`src/rtl/lier_consts.svh`:
```
// Function
// Event bit sets on source rising edge or software write of 1 at set address.
// Event bit clears only by software writing 1 at the clear address.
// Event register reads return latched events ANDed with the interrupt mask.
// Bit 31 is reserved and always reads 0.
// Software must never write bit 30; it is a reserved settable position.
// Bit 29 is a software interrupt, set and cleared only by software.
// Bit 28 is reserved and always reads 0.
// Bit 27 sets only while late-ack enable is 1 and a late condition arises. The code also sets it on a set write, whatever the enable.
// Bit 26 sets when a PHY register byte arrives; byte readable at bits 23..16.
// With root enable set, bit 25 sets when cycle exceeds 125 us to gap end.
// Raising the cycle overrun event clears the timing root enable.
// Bit 24 sets whenever an error halts any subunit or context. The code has no subunit input and watches only the NCTX context halt inputs.
// While bit 24 is 1, normal events of faulting contexts are blocked.
// Bit 23 sets when received cycle start seconds or count differ from timer.
// Interrupt request is high whenever the masked event value is nonzero.
`ifndef LIER_CONSTS_SVH
`define LIER_CONSTS_SVH

`define LIER_OFF_EV_SET 8'h80
`define LIER_OFF_EV_CLR 8'h84
`define LIER_OFF_MASK 8'h88
`define LIER_OFF_CTRL 8'h8c
`define LIER_OFF_PHY 8'h90

`define LIER_BIT_RSVD31 31
`define LIER_BIT_VENDOR 30
`define LIER_BIT_SOFT 29
`define LIER_BIT_RSVD28 28
`define LIER_BIT_LATE 27
`define LIER_BIT_PHY 26
`define LIER_BIT_OVERRUN 25
`define LIER_BIT_FATAL 24
`define LIER_BIT_MISMATCH 23

`define LIER_CTRL_LATE_EN 29
`define LIER_CTRL_ROOT_EN 21
`define LIER_PHY_LSB 16

`define LIER_EV_IMPL 32'h6f800000
`define LIER_EV_RESET 32'h00000000
`define LIER_MASK_RESET 32'h00000000
`define LIER_CTRL_RESET 32'h00000000

`define LIER_CYCLE_TIME_NS 125000
`define LIER_CLK_PERIOD_NS 20
`define LIER_OVERRUN_CYC (`LIER_CYCLE_TIME_NS / `LIER_CLK_PERIOD_NS)

`endif

```
`src/rtl/lier_pkg.sv`:
```
package lier_pkg;

  typedef struct packed {
    logic [7:0] addr;
    logic [31:0] wdata;
    logic wr;
    logic rd;
  } lier_bus_t;

  typedef struct packed {
    logic rx_fifo_pending;
    logic phys_resp_busy;
    logic ack_tardy_sent;
    logic phy_byte_valid;
    logic [7:0] phy_byte;
    logic cyc_start_tx;
    logic subaction_gap_end;
  } lier_src_t;

  typedef struct packed {
    logic valid;
    logic [6:0] timer_seconds_field;
    logic [12:0] timer_tick_field;
  } lier_cyc_t;

  typedef enum logic [1:0] {
    LIER_IDLE = 2'b00,
    LIER_TIMING = 2'b01,
    LIER_OVER = 2'b11
  } lier_state_t;

endpackage : lier_pkg

```
`src/rtl/lier_top.sv`:
```
`timescale 1ns/10ps
`default_nettype none
`include "lier_consts.svh"

module lier_top #(
  parameter int NCTX = 4,
  parameter int OVERRUN_CYCLES = `LIER_OVERRUN_CYC
) (
  input wire logic clk_i,
  input wire logic reset_i,
  input wire logic ce_i,
  input wire lier_pkg::lier_bus_t bus_i,
  output logic [31:0] rdata_o,
  input wire lier_pkg::lier_src_t src_i,
  input wire lier_pkg::lier_cyc_t rx_cyc_i,
  input wire lier_pkg::lier_cyc_t timer_i,
  input wire logic [NCTX-1:0] ctx_halted_i,
  output logic [NCTX-1:0] ctx_block_o,
  output logic isoch_timing_root_enable_o,
  output logic irq_o
);

  function automatic logic rise(input logic cur, input logic prev);
    rise = cur & ~prev;
  endfunction : rise

  function automatic logic hit(input lier_pkg::lier_bus_t b, input logic [7:0] off);
    hit = (b.addr == off);
  endfunction : hit

  logic [31:0] ev_ff, nxt_ev;
  logic [31:0] mask_ff, nxt_mask;
  logic late_en_ff, nxt_late_en;
  logic root_en_ff, nxt_root_en;
  logic [7:0] phy_byte_ff, nxt_phy_byte;
  logic [31:0] rdata_ff, nxt_rdata;
  logic irq_ff, nxt_irq;
  logic [NCTX-1:0] block_ff, nxt_block;
  logic [NCTX-1:0] halted_prev_ff;
  logic late_prev_ff, phy_prev_ff, cyc_prev_ff;
  lier_pkg::lier_state_t state_ff, nxt_state;
  logic [12:0] cnt_ff, nxt_cnt;

  wire wr_set = bus_i.wr & hit(bus_i, `LIER_OFF_EV_SET);
  wire wr_clr = bus_i.wr & hit(bus_i, `LIER_OFF_EV_CLR);
  wire wr_mask = bus_i.wr & hit(bus_i, `LIER_OFF_MASK);
  wire wr_ctrl = bus_i.wr & hit(bus_i, `LIER_OFF_CTRL);
  wire [31:0] ev_impl = `LIER_EV_IMPL;

  // Software may touch only implemented positions; 31 and 28 never store
  wire [31:0] sw_set = wr_set ? (bus_i.wdata & ev_impl) : 32'h00000000;
  wire [31:0] sw_clr = wr_clr ? (bus_i.wdata & ev_impl) : 32'h00000000;

  // Late-ack condition is gated by the enable before edge detection
  wire late_lvl = late_en_ff &
    (src_i.rx_fifo_pending | src_i.phys_resp_busy | src_i.ack_tardy_sent);
  wire late_hit = rise(late_lvl, late_prev_ff);
  wire phy_hit = rise(src_i.phy_byte_valid, phy_prev_ff);
  wire [NCTX-1:0] halt_rise = ctx_halted_i & ~halted_prev_ff;
  wire fatal_hit = |halt_rise;
  wire cyc_diff = (rx_cyc_i.timer_seconds_field != timer_i.timer_seconds_field) |
    (rx_cyc_i.timer_tick_field != timer_i.timer_tick_field);
  wire mismatch_hit = rise(rx_cyc_i.valid, cyc_prev_ff) & cyc_diff;

  // Overrun measured from cycle start send to end of following gap
  wire [12:0] limit = 13'(OVERRUN_CYCLES);
  wire overrun_hit = (state_ff == lier_pkg::LIER_OVER) & src_i.subaction_gap_end &
    root_en_ff;

  always_comb
  begin
    nxt_state = state_ff;
    nxt_cnt = cnt_ff;
    case (state_ff)
      lier_pkg::LIER_IDLE:
      begin
        if (src_i.cyc_start_tx && root_en_ff)
        begin
          nxt_state = lier_pkg::LIER_TIMING;
          nxt_cnt = 13'h0001;
        end
      end
      lier_pkg::LIER_TIMING:
      begin
        if (src_i.subaction_gap_end)
          nxt_state = lier_pkg::LIER_IDLE;
        else if (cnt_ff >= limit)
          nxt_state = lier_pkg::LIER_OVER;
        else
          nxt_cnt = cnt_ff + 13'h0001;
      end
      lier_pkg::LIER_OVER:
      begin
        if (src_i.subaction_gap_end)
          nxt_state = lier_pkg::LIER_IDLE;
      end
      default:
      begin
        nxt_state = lier_pkg::LIER_IDLE;
        nxt_cnt = 13'h0000;
      end
    endcase
  end

  wire [31:0] hw_set = ({31'h0, late_hit} << `LIER_BIT_LATE) |
    ({31'h0, phy_hit} << `LIER_BIT_PHY) |
    ({31'h0, overrun_hit} << `LIER_BIT_OVERRUN) |
    ({31'h0, fatal_hit} << `LIER_BIT_FATAL) |
    ({31'h0, mismatch_hit} << `LIER_BIT_MISMATCH);

  // Set wins over a clear that lands in the same cycle
  assign nxt_ev = ((ev_ff & ~sw_clr) | sw_set | hw_set) & ev_impl;
  wire [31:0] masked = ev_ff & mask_ff & ev_impl;

  assign nxt_mask = wr_mask ? bus_i.wdata : mask_ff;
  assign nxt_late_en = wr_ctrl ? bus_i.wdata[`LIER_CTRL_LATE_EN] : late_en_ff;
  // Hardware clear beats a simultaneous software set of the enable
  assign nxt_root_en = overrun_hit ? 1'b0 :
    (wr_ctrl ? bus_i.wdata[`LIER_CTRL_ROOT_EN] : root_en_ff);
  assign nxt_phy_byte = phy_hit ? src_i.phy_byte : phy_byte_ff;
  assign nxt_block = nxt_ev[`LIER_BIT_FATAL] ? (block_ff | halt_rise) : {NCTX{1'b0}};

  wire [31:0] ctrl_val = ({31'h0, late_en_ff} << `LIER_CTRL_LATE_EN) |
    ({31'h0, root_en_ff} << `LIER_CTRL_ROOT_EN);
  wire [31:0] phy_val = {8'h00, phy_byte_ff, 16'h0000};
  wire is_ev_addr = hit(bus_i, `LIER_OFF_EV_SET) | hit(bus_i, `LIER_OFF_EV_CLR);
  wire [31:0] rd_mux = is_ev_addr ? masked :
    hit(bus_i, `LIER_OFF_MASK) ? mask_ff :
    hit(bus_i, `LIER_OFF_CTRL) ? ctrl_val :
    hit(bus_i, `LIER_OFF_PHY) ? phy_val : 32'h00000000;
  assign nxt_rdata = bus_i.rd ? rd_mux : 32'h00000000;
  assign nxt_irq = |masked;

  always_ff @(posedge clk_i)
  begin
    if (reset_i)
    begin
      ev_ff <= `LIER_EV_RESET;
      mask_ff <= `LIER_MASK_RESET;
      late_en_ff <= 1'b0;
      root_en_ff <= 1'b0;
      phy_byte_ff <= 8'h00;
      rdata_ff <= 32'h00000000;
      irq_ff <= 1'b0;
      block_ff <= {NCTX{1'b0}};
      halted_prev_ff <= {NCTX{1'b0}};
      late_prev_ff <= 1'b0;
      phy_prev_ff <= 1'b0;
      cyc_prev_ff <= 1'b0;
      state_ff <= lier_pkg::LIER_IDLE;
      cnt_ff <= 13'h0000;
    end
    else if (ce_i)
    begin
      ev_ff <= nxt_ev;
      mask_ff <= nxt_mask;
      late_en_ff <= nxt_late_en;
      root_en_ff <= nxt_root_en;
      phy_byte_ff <= nxt_phy_byte;
      rdata_ff <= nxt_rdata;
      irq_ff <= nxt_irq;
      block_ff <= nxt_block;
      halted_prev_ff <= ctx_halted_i;
      late_prev_ff <= late_lvl;
      phy_prev_ff <= src_i.phy_byte_valid;
      cyc_prev_ff <= rx_cyc_i.valid;
      state_ff <= nxt_state;
      cnt_ff <= nxt_cnt;
    end
  end

  assign rdata_o = rdata_ff;
  assign irq_o = irq_ff;
  assign ctx_block_o = block_ff;
  assign isoch_timing_root_enable_o = root_en_ff;

  // Helper for checks that look one step back across a live clock enable
  logic ce_prev_ff;
  always_ff @(posedge clk_i)
  begin
    if (reset_i)
      ce_prev_ff <= 1'b0;
    else
      ce_prev_ff <= ce_i;
  end
endmodule : lier_top
`default_nettype wire

```
`config.mk`:
```
export PLATFORM = sky130hd
export DESIGN_NAME = lier_top
export DESIGN_NICKNAME = d
export VERILOG_FILES = /design/src/rtl/lier_pkg.sv /design/src/rtl/lier_top.sv
export VERILOG_INCLUDE_DIRS = /design/src /design/src/rtl
export SDC_FILE = /design/constraint.sdc
export NUM_CORES = 1
export LEC_CHECK = 0
export BUFFER_PORTS_ARGS = -buffer_cell sky130_fd_sc_hd__buf_4
export CAP_MARGIN = 15
export CORE_MARGIN = 1
export CORE_UTILIZATION = 51
export CTS_CLUSTER_SIZE = 25
export DETAILED_ROUTE_END_ITERATION = 12
export PLACE_DENSITY = 0.84
export SKIP_LAST_GASP = 1
export SLEW_MARGIN = 20
export SYNTH_ARGS = -nofsm -noshare
export SYNTH_HDL_FRONTEND = slang
export SYNTH_SLANG_ARGS = --single-unit
export TNS_END_PERCENT = 5
```
`constraint.sdc`:
```
create_clock -name clk_i -period 2.7 [get_ports clk_i]
set_clock_uncertainty 0.2 [all_clocks]
set_input_delay 0.405 -clock clk_i [delete_from_list [all_inputs] [get_ports clk_i]]
set_output_delay 0.405 -clock clk_i [all_outputs]
set_load 0.005 [all_outputs]
```
# Word-level counts from Yosys, hierarchy flattened

Index checks and enable logic that the tools add are counted.

Output and inout port bits: 38
Bits in registers: 108
Logic and storage cells: 92
Input port bits: 105

Bitwise operators: 32
Reduce and logical (&&, ||, !) cells: 11
Order comparisons: 1
Mux-type cells: 19
Add/sub/neg operators: 1
Eq/ne operators: 14

Operators by type and width:

| cell                                                       | count |
|---|---|
| two-way mux 32 bit                                         | 3 |
| bitwise AND 31 bit                                         | 2 |
| two-way mux 31 bit                                         | 2 |
| == test 8 bit (second input constant)                      | 5 |
| two-way mux 13 bit                                         | 3 |
| one-hot mux 13 bit (3 select lines)                        | 1 |
| inverter 31 bit                                            | 1 |
| OR 31 x 28 -> 31 bit                                       | 1 |
| OR 31 bit                                                  | 1 |
| two-way mux 30 bit                                         | 1 |
| OR 30 x 22 -> 30 bit                                       | 1 |
| OR 28 x 24 -> 28 bit                                       | 1 |
| OR 28 x 25 -> 28 bit                                       | 1 |
| OR 28 x 26 -> 28 bit                                       | 1 |
| OR 28 x 27 -> 28 bit                                       | 1 |
| two-way mux 24 bit                                         | 1 |
| adder 13 x 1 -> 13 bit (second input constant)             | 1 |
| greater-or-equal comparator 13 bit (second input constant) | 1 |
| inequality test 13 bit                                     | 1 |
| bitwise AND 1 bit                                          | 11 |
| two-way mux 2 bit                                          | 4 |
| inequality test 2 bit (second input constant)              | 4 |
| AND reduction 2 bit                                        | 4 |
| inequality test 7 bit                                      | 1 |
| 18 further kinds                                           | 25 |

# Depth between registers and ports, before layout

Word-level depth: 10
Mapped depth: 9
Gate-level depth less buffers: 7

# Least setup slack after synthesis

No wires, ideal clock.

Path type: reg-to-reg
Start: reg cnt_ff[0]
End: reg cnt_ff[8]
Path slack: 0.660 ns
Data required time: 2.384 ns
Library setup time: 0.116 ns
Arrival: 1.725 ns
Period minus slack after synthesis: 2.040 ns
Cell stages (with the launch flop): 8
Buffers on the path: 0
Path through: dfxtp_1 inv_1 ha_1 nor4_1 o211ai_1 a31oi_1 o21ai_0 a31o_1

Cells in the longest elaborated chain, start to end: 4
Elaborated cells on any way between the ends: 7
Those cells by class: add/sub: 1; order compare: 1; eq/ne: 1; mux: 3; reduce/logical: 1

Ends and longest elaborated chain:

| element                             | line            | RTL |
|---|---|---|
| from (decl)                         | lier_top.sv:42  | `logic [12:0] cnt_ff, nxt_cnt;` |
| from (signal assigned)              | lier_top.sv:168 | `cnt_ff <= nxt_cnt;` |
| adder 13 x 1 -> 13 bit              | lier_top.sv:90  | `nxt_cnt = cnt_ff + 13'h0001;` |
| two-way mux 13 bit                  | lier_top.sv:87  | `else if (cnt_ff >= limit)` |
| two-way mux 13 bit                  | lier_top.sv:85  | `if (src_i.subaction_gap_end)` |
| one-hot mux 13 bit (3 select lines) | lier_top.sv:74  | `case (state_ff)` |

Several ways; a longest one is shown, not always the timed one. The select of a mux whose other input is x is not followed.
A chain may end at the register's enable or synchronous reset.

# Final worst setup path

Start: reg cnt_ff[0]
End: reg cnt_ff[3]

Same word-level chain as after synthesis.

==> impl_metrics.tcl <==
set metrics [dict create \
    status "completed" \
    worstPathRequired_ns 2.77 \
    synthAdderAreaFrac_pct 0.541 \
    layout_common_cells "152 x buf_4, 108 x dfxtp_1, 97 x nand2_1" \
    ys_seq_elements 108 \
    synth-xor-area-share_pct 3.78 \
    slew_viol_final 0 \
    gp_congestion 0.852 \
    io_pins 143 \
    vdd_ir_drop_max_v 0.000335 \
    ctsResizeCount 0 \
    muxShareOfSynthArea_pct 5.03 \
    startpoint_type "flip-flop" \
    drt_iter0_markers 153 \
    tightest_slew_ns 0.809 \
    htree_levels 3 \
    die_area_mm2 0.00946 \
    min_period_over_period_pct 85.0 \
    cts_tree "done" \
    diodes 0 \
    synth_edf_count 0 \
    ys.flop_type "dfxtp_1" \
    cts-buffers-inserted 9 \
    dieWidth_um 97.3 \
    area_delta_synth_final_pct 28.9 \
    async_reset_ff_share_pct 0 \
    wl_per_cell_um 14.8 \
    grt_pass1_wl_um 19200 \
    cp-end-kind "flip-flop" \
    leakagePower_nw 2.47 \
    grt_pass1_vias 4186 \
    reg2reg_depth 6 \
    row_count 34 \
    pre_cts_ws_ns 0.335 \
    synth_simple_gate_area_share_pct 22.0 \
    cts_sinks 108 \
    hp-class "primary input to flip-flop" \
    crit_arrival_ns 2.37 \
    clockBufferDepth 2 \
    core_area_mm2 0.00876 \
    grt_antenna_before_repair 0 \
    postLayoutSetupSlackWorst_ns 0.406 \
    grtUsageTotal_pct 24.5 \
    drive_gt1_share_pct 26.9 \
    setup_violations 0 \
    syn_avg_cell_area_um2 8.55 \
    r2r_slack_ns 0.41 \
    total_power_mw 2.85 \
    postCtsSetupRepairBufs 0 \
    clk_latency_ns 0.35 \
    yosysSeqAreaShare_pct 46.7 \
    overflow 0 \
    start_util_pct 52.8 \
    finalHoldViolCount 0 \
    clockRootBuffer "clkbuf_8" \
    drcViolationCount 0 \
    cp_max_fo 7 \
    via_per_inst 5.62 \
    synth_compound_area_share_pct 18.3 \
    clk_pin_slew_ns 0.10 \
    hold_depth 2 \
    ant_nets 0 \
    synth_top_family_by_area "simple AND/OR/NAND/NOR gates" \
    portBuffers 141 \
    syn_inst 541 \
    ys_types 58 \
    fin_util_pct 68.1 \
    place_inst 766 \
    max_cap_violations 0 \
    regArea_mm2 0.00216 \
    drt-total-wl_um 11600 \
    die_y_um 97.3 \
    cts_hold_buf 0 \
    synth_area_mm2 0.00463 \
    layout.nets 776 \
    max_slew_margin_pct 45.9 \
    multi_input_area_mm2 0.00230 \
    p_per_area_mw_per_mm2 478 \
    rsz0062_at_grt "no" \
    num_vias 4394 \
    fillers 715 \
    max_freq_ghz 0.436 \
    final_cells 782 \
    layout_commonest_cell "buf_4" \
    grt_max_degree 42 \
    dp_hpwl_um 8420 \
    path_class "flip-flop to flip-flop" \
    syn-num-nets 648 \
    firstDrtPassIters 5 \
    ys_warn_count 0 \
    tns_ns 0 \
    fin_crit_ns 2.29 \
]
==> cell families (layout without fill, tap and decap cells) <==
logic type / after synthesis / after routing
flops: 108 / 108
compound gates: 127 / 127
mux: 23 / 23
xor+xnor: 20 / 20
fa+ha+maj: 2 / 2
simple gates: 220 / 220
buf+inv: 41 / 174
==> per-stage QoR <==
stage                     instance area, um2  hold WS, ns
after detailed placement                5780        0.246
after floorplan                         4630        0.222
final                                   5970       0.0694
after CTS                               5970       0.0540
after global routing                    5970       0.0572
after global placement                  5780        0.234
==> flip-flops by register name, indices dropped and copies added (netlist names), 2 cells and up <==
register	count
mask_ff	32
rdata_o	32
cnt_ff	13
phy_byte_ff	8
ev_ff	7
ctx_block_o	4
halted_prev_ff	4
state_ff	2
==> worst max-delay path, stage by stage (launching register included) <==
cell and delay, ns:
dfxtp_1 0.43, inv_1 0.07, ha_1 0.20, nor4_1 0.28, o21ai_0 0.22, a311o_1 0.52
o32ai_2 0.29
==> metal layers <==
layer | global-route usage (%) | wire length (um) | vias up
li1 | - | - | 2176
met1 | 29.9 | 4840 | 2057
met2 | 44.4 | 5920 | 152
met3 | 4.53 | 716 | 9
met4 | 5.77 | 114 | 0
met5 | 0 | 0 | -
==> power breakdown <==
part           switching (mW)  total, mW  internal (mW)
registers              0.0115       1.62           1.61
clock network           0.570      0.949          0.380
logic                   0.124      0.278          0.154
==> area by class of cell <==
type	count	share of cell area, %
clock buffer	10	2.31
clock inverter	6	0.902
inverter	5	0.315
multi-input combinational	392	38.5
sequential	108	36.2
tap	108	2.26
timing repair buffer	153	19.5
==> path summary, 6_finish.rpt <==
check,start,end
setup reg to reg,cnt_ff[0],cnt_ff[3]
hold reg to reg,mask_ff[8],mask_ff[8]
hold / removal,bus_i[32],ev_ff[30]
setup / recovery,cnt_ff[0],cnt_ff[3]
==> cell usage after synthesis (all sizes together), types with 2 or more instances <==
master  number  share of area [%]
nor4         7                1.1
o32ai        2               0.54
nor3        11                1.3
nor2        53                4.3
xor2        12                2.3
a222oi       6                1.3
a22oi       18                2.9
ha           2               0.54
mux2i       21                4.5
nand3b       4               0.65
mux2         2               0.49
a21oi       57                6.2
o21ai        7               0.76
xnor2        8                1.5
and3         4               0.54
o211ai       3               0.49
nand4        7               0.95
and4         4               0.76
nand2       97                7.9
a31o         4               0.76
a311oi       2               0.38
a21o         6               0.97
a31oi        2               0.27
a311o        2               0.43
a32oi        3               0.57
nand3       16                1.7
and2         2               0.27
clkbuf      22                1.8
o31ai        2               0.32
o311ai       2               0.38
buf         14                1.4
nor3b        2               0.32
inv          5               0.41
a211oi       2               0.32
dfxtp      108                 47
nor2b        7               0.95
Note: power is estimated with default switching activity, not from simulation.
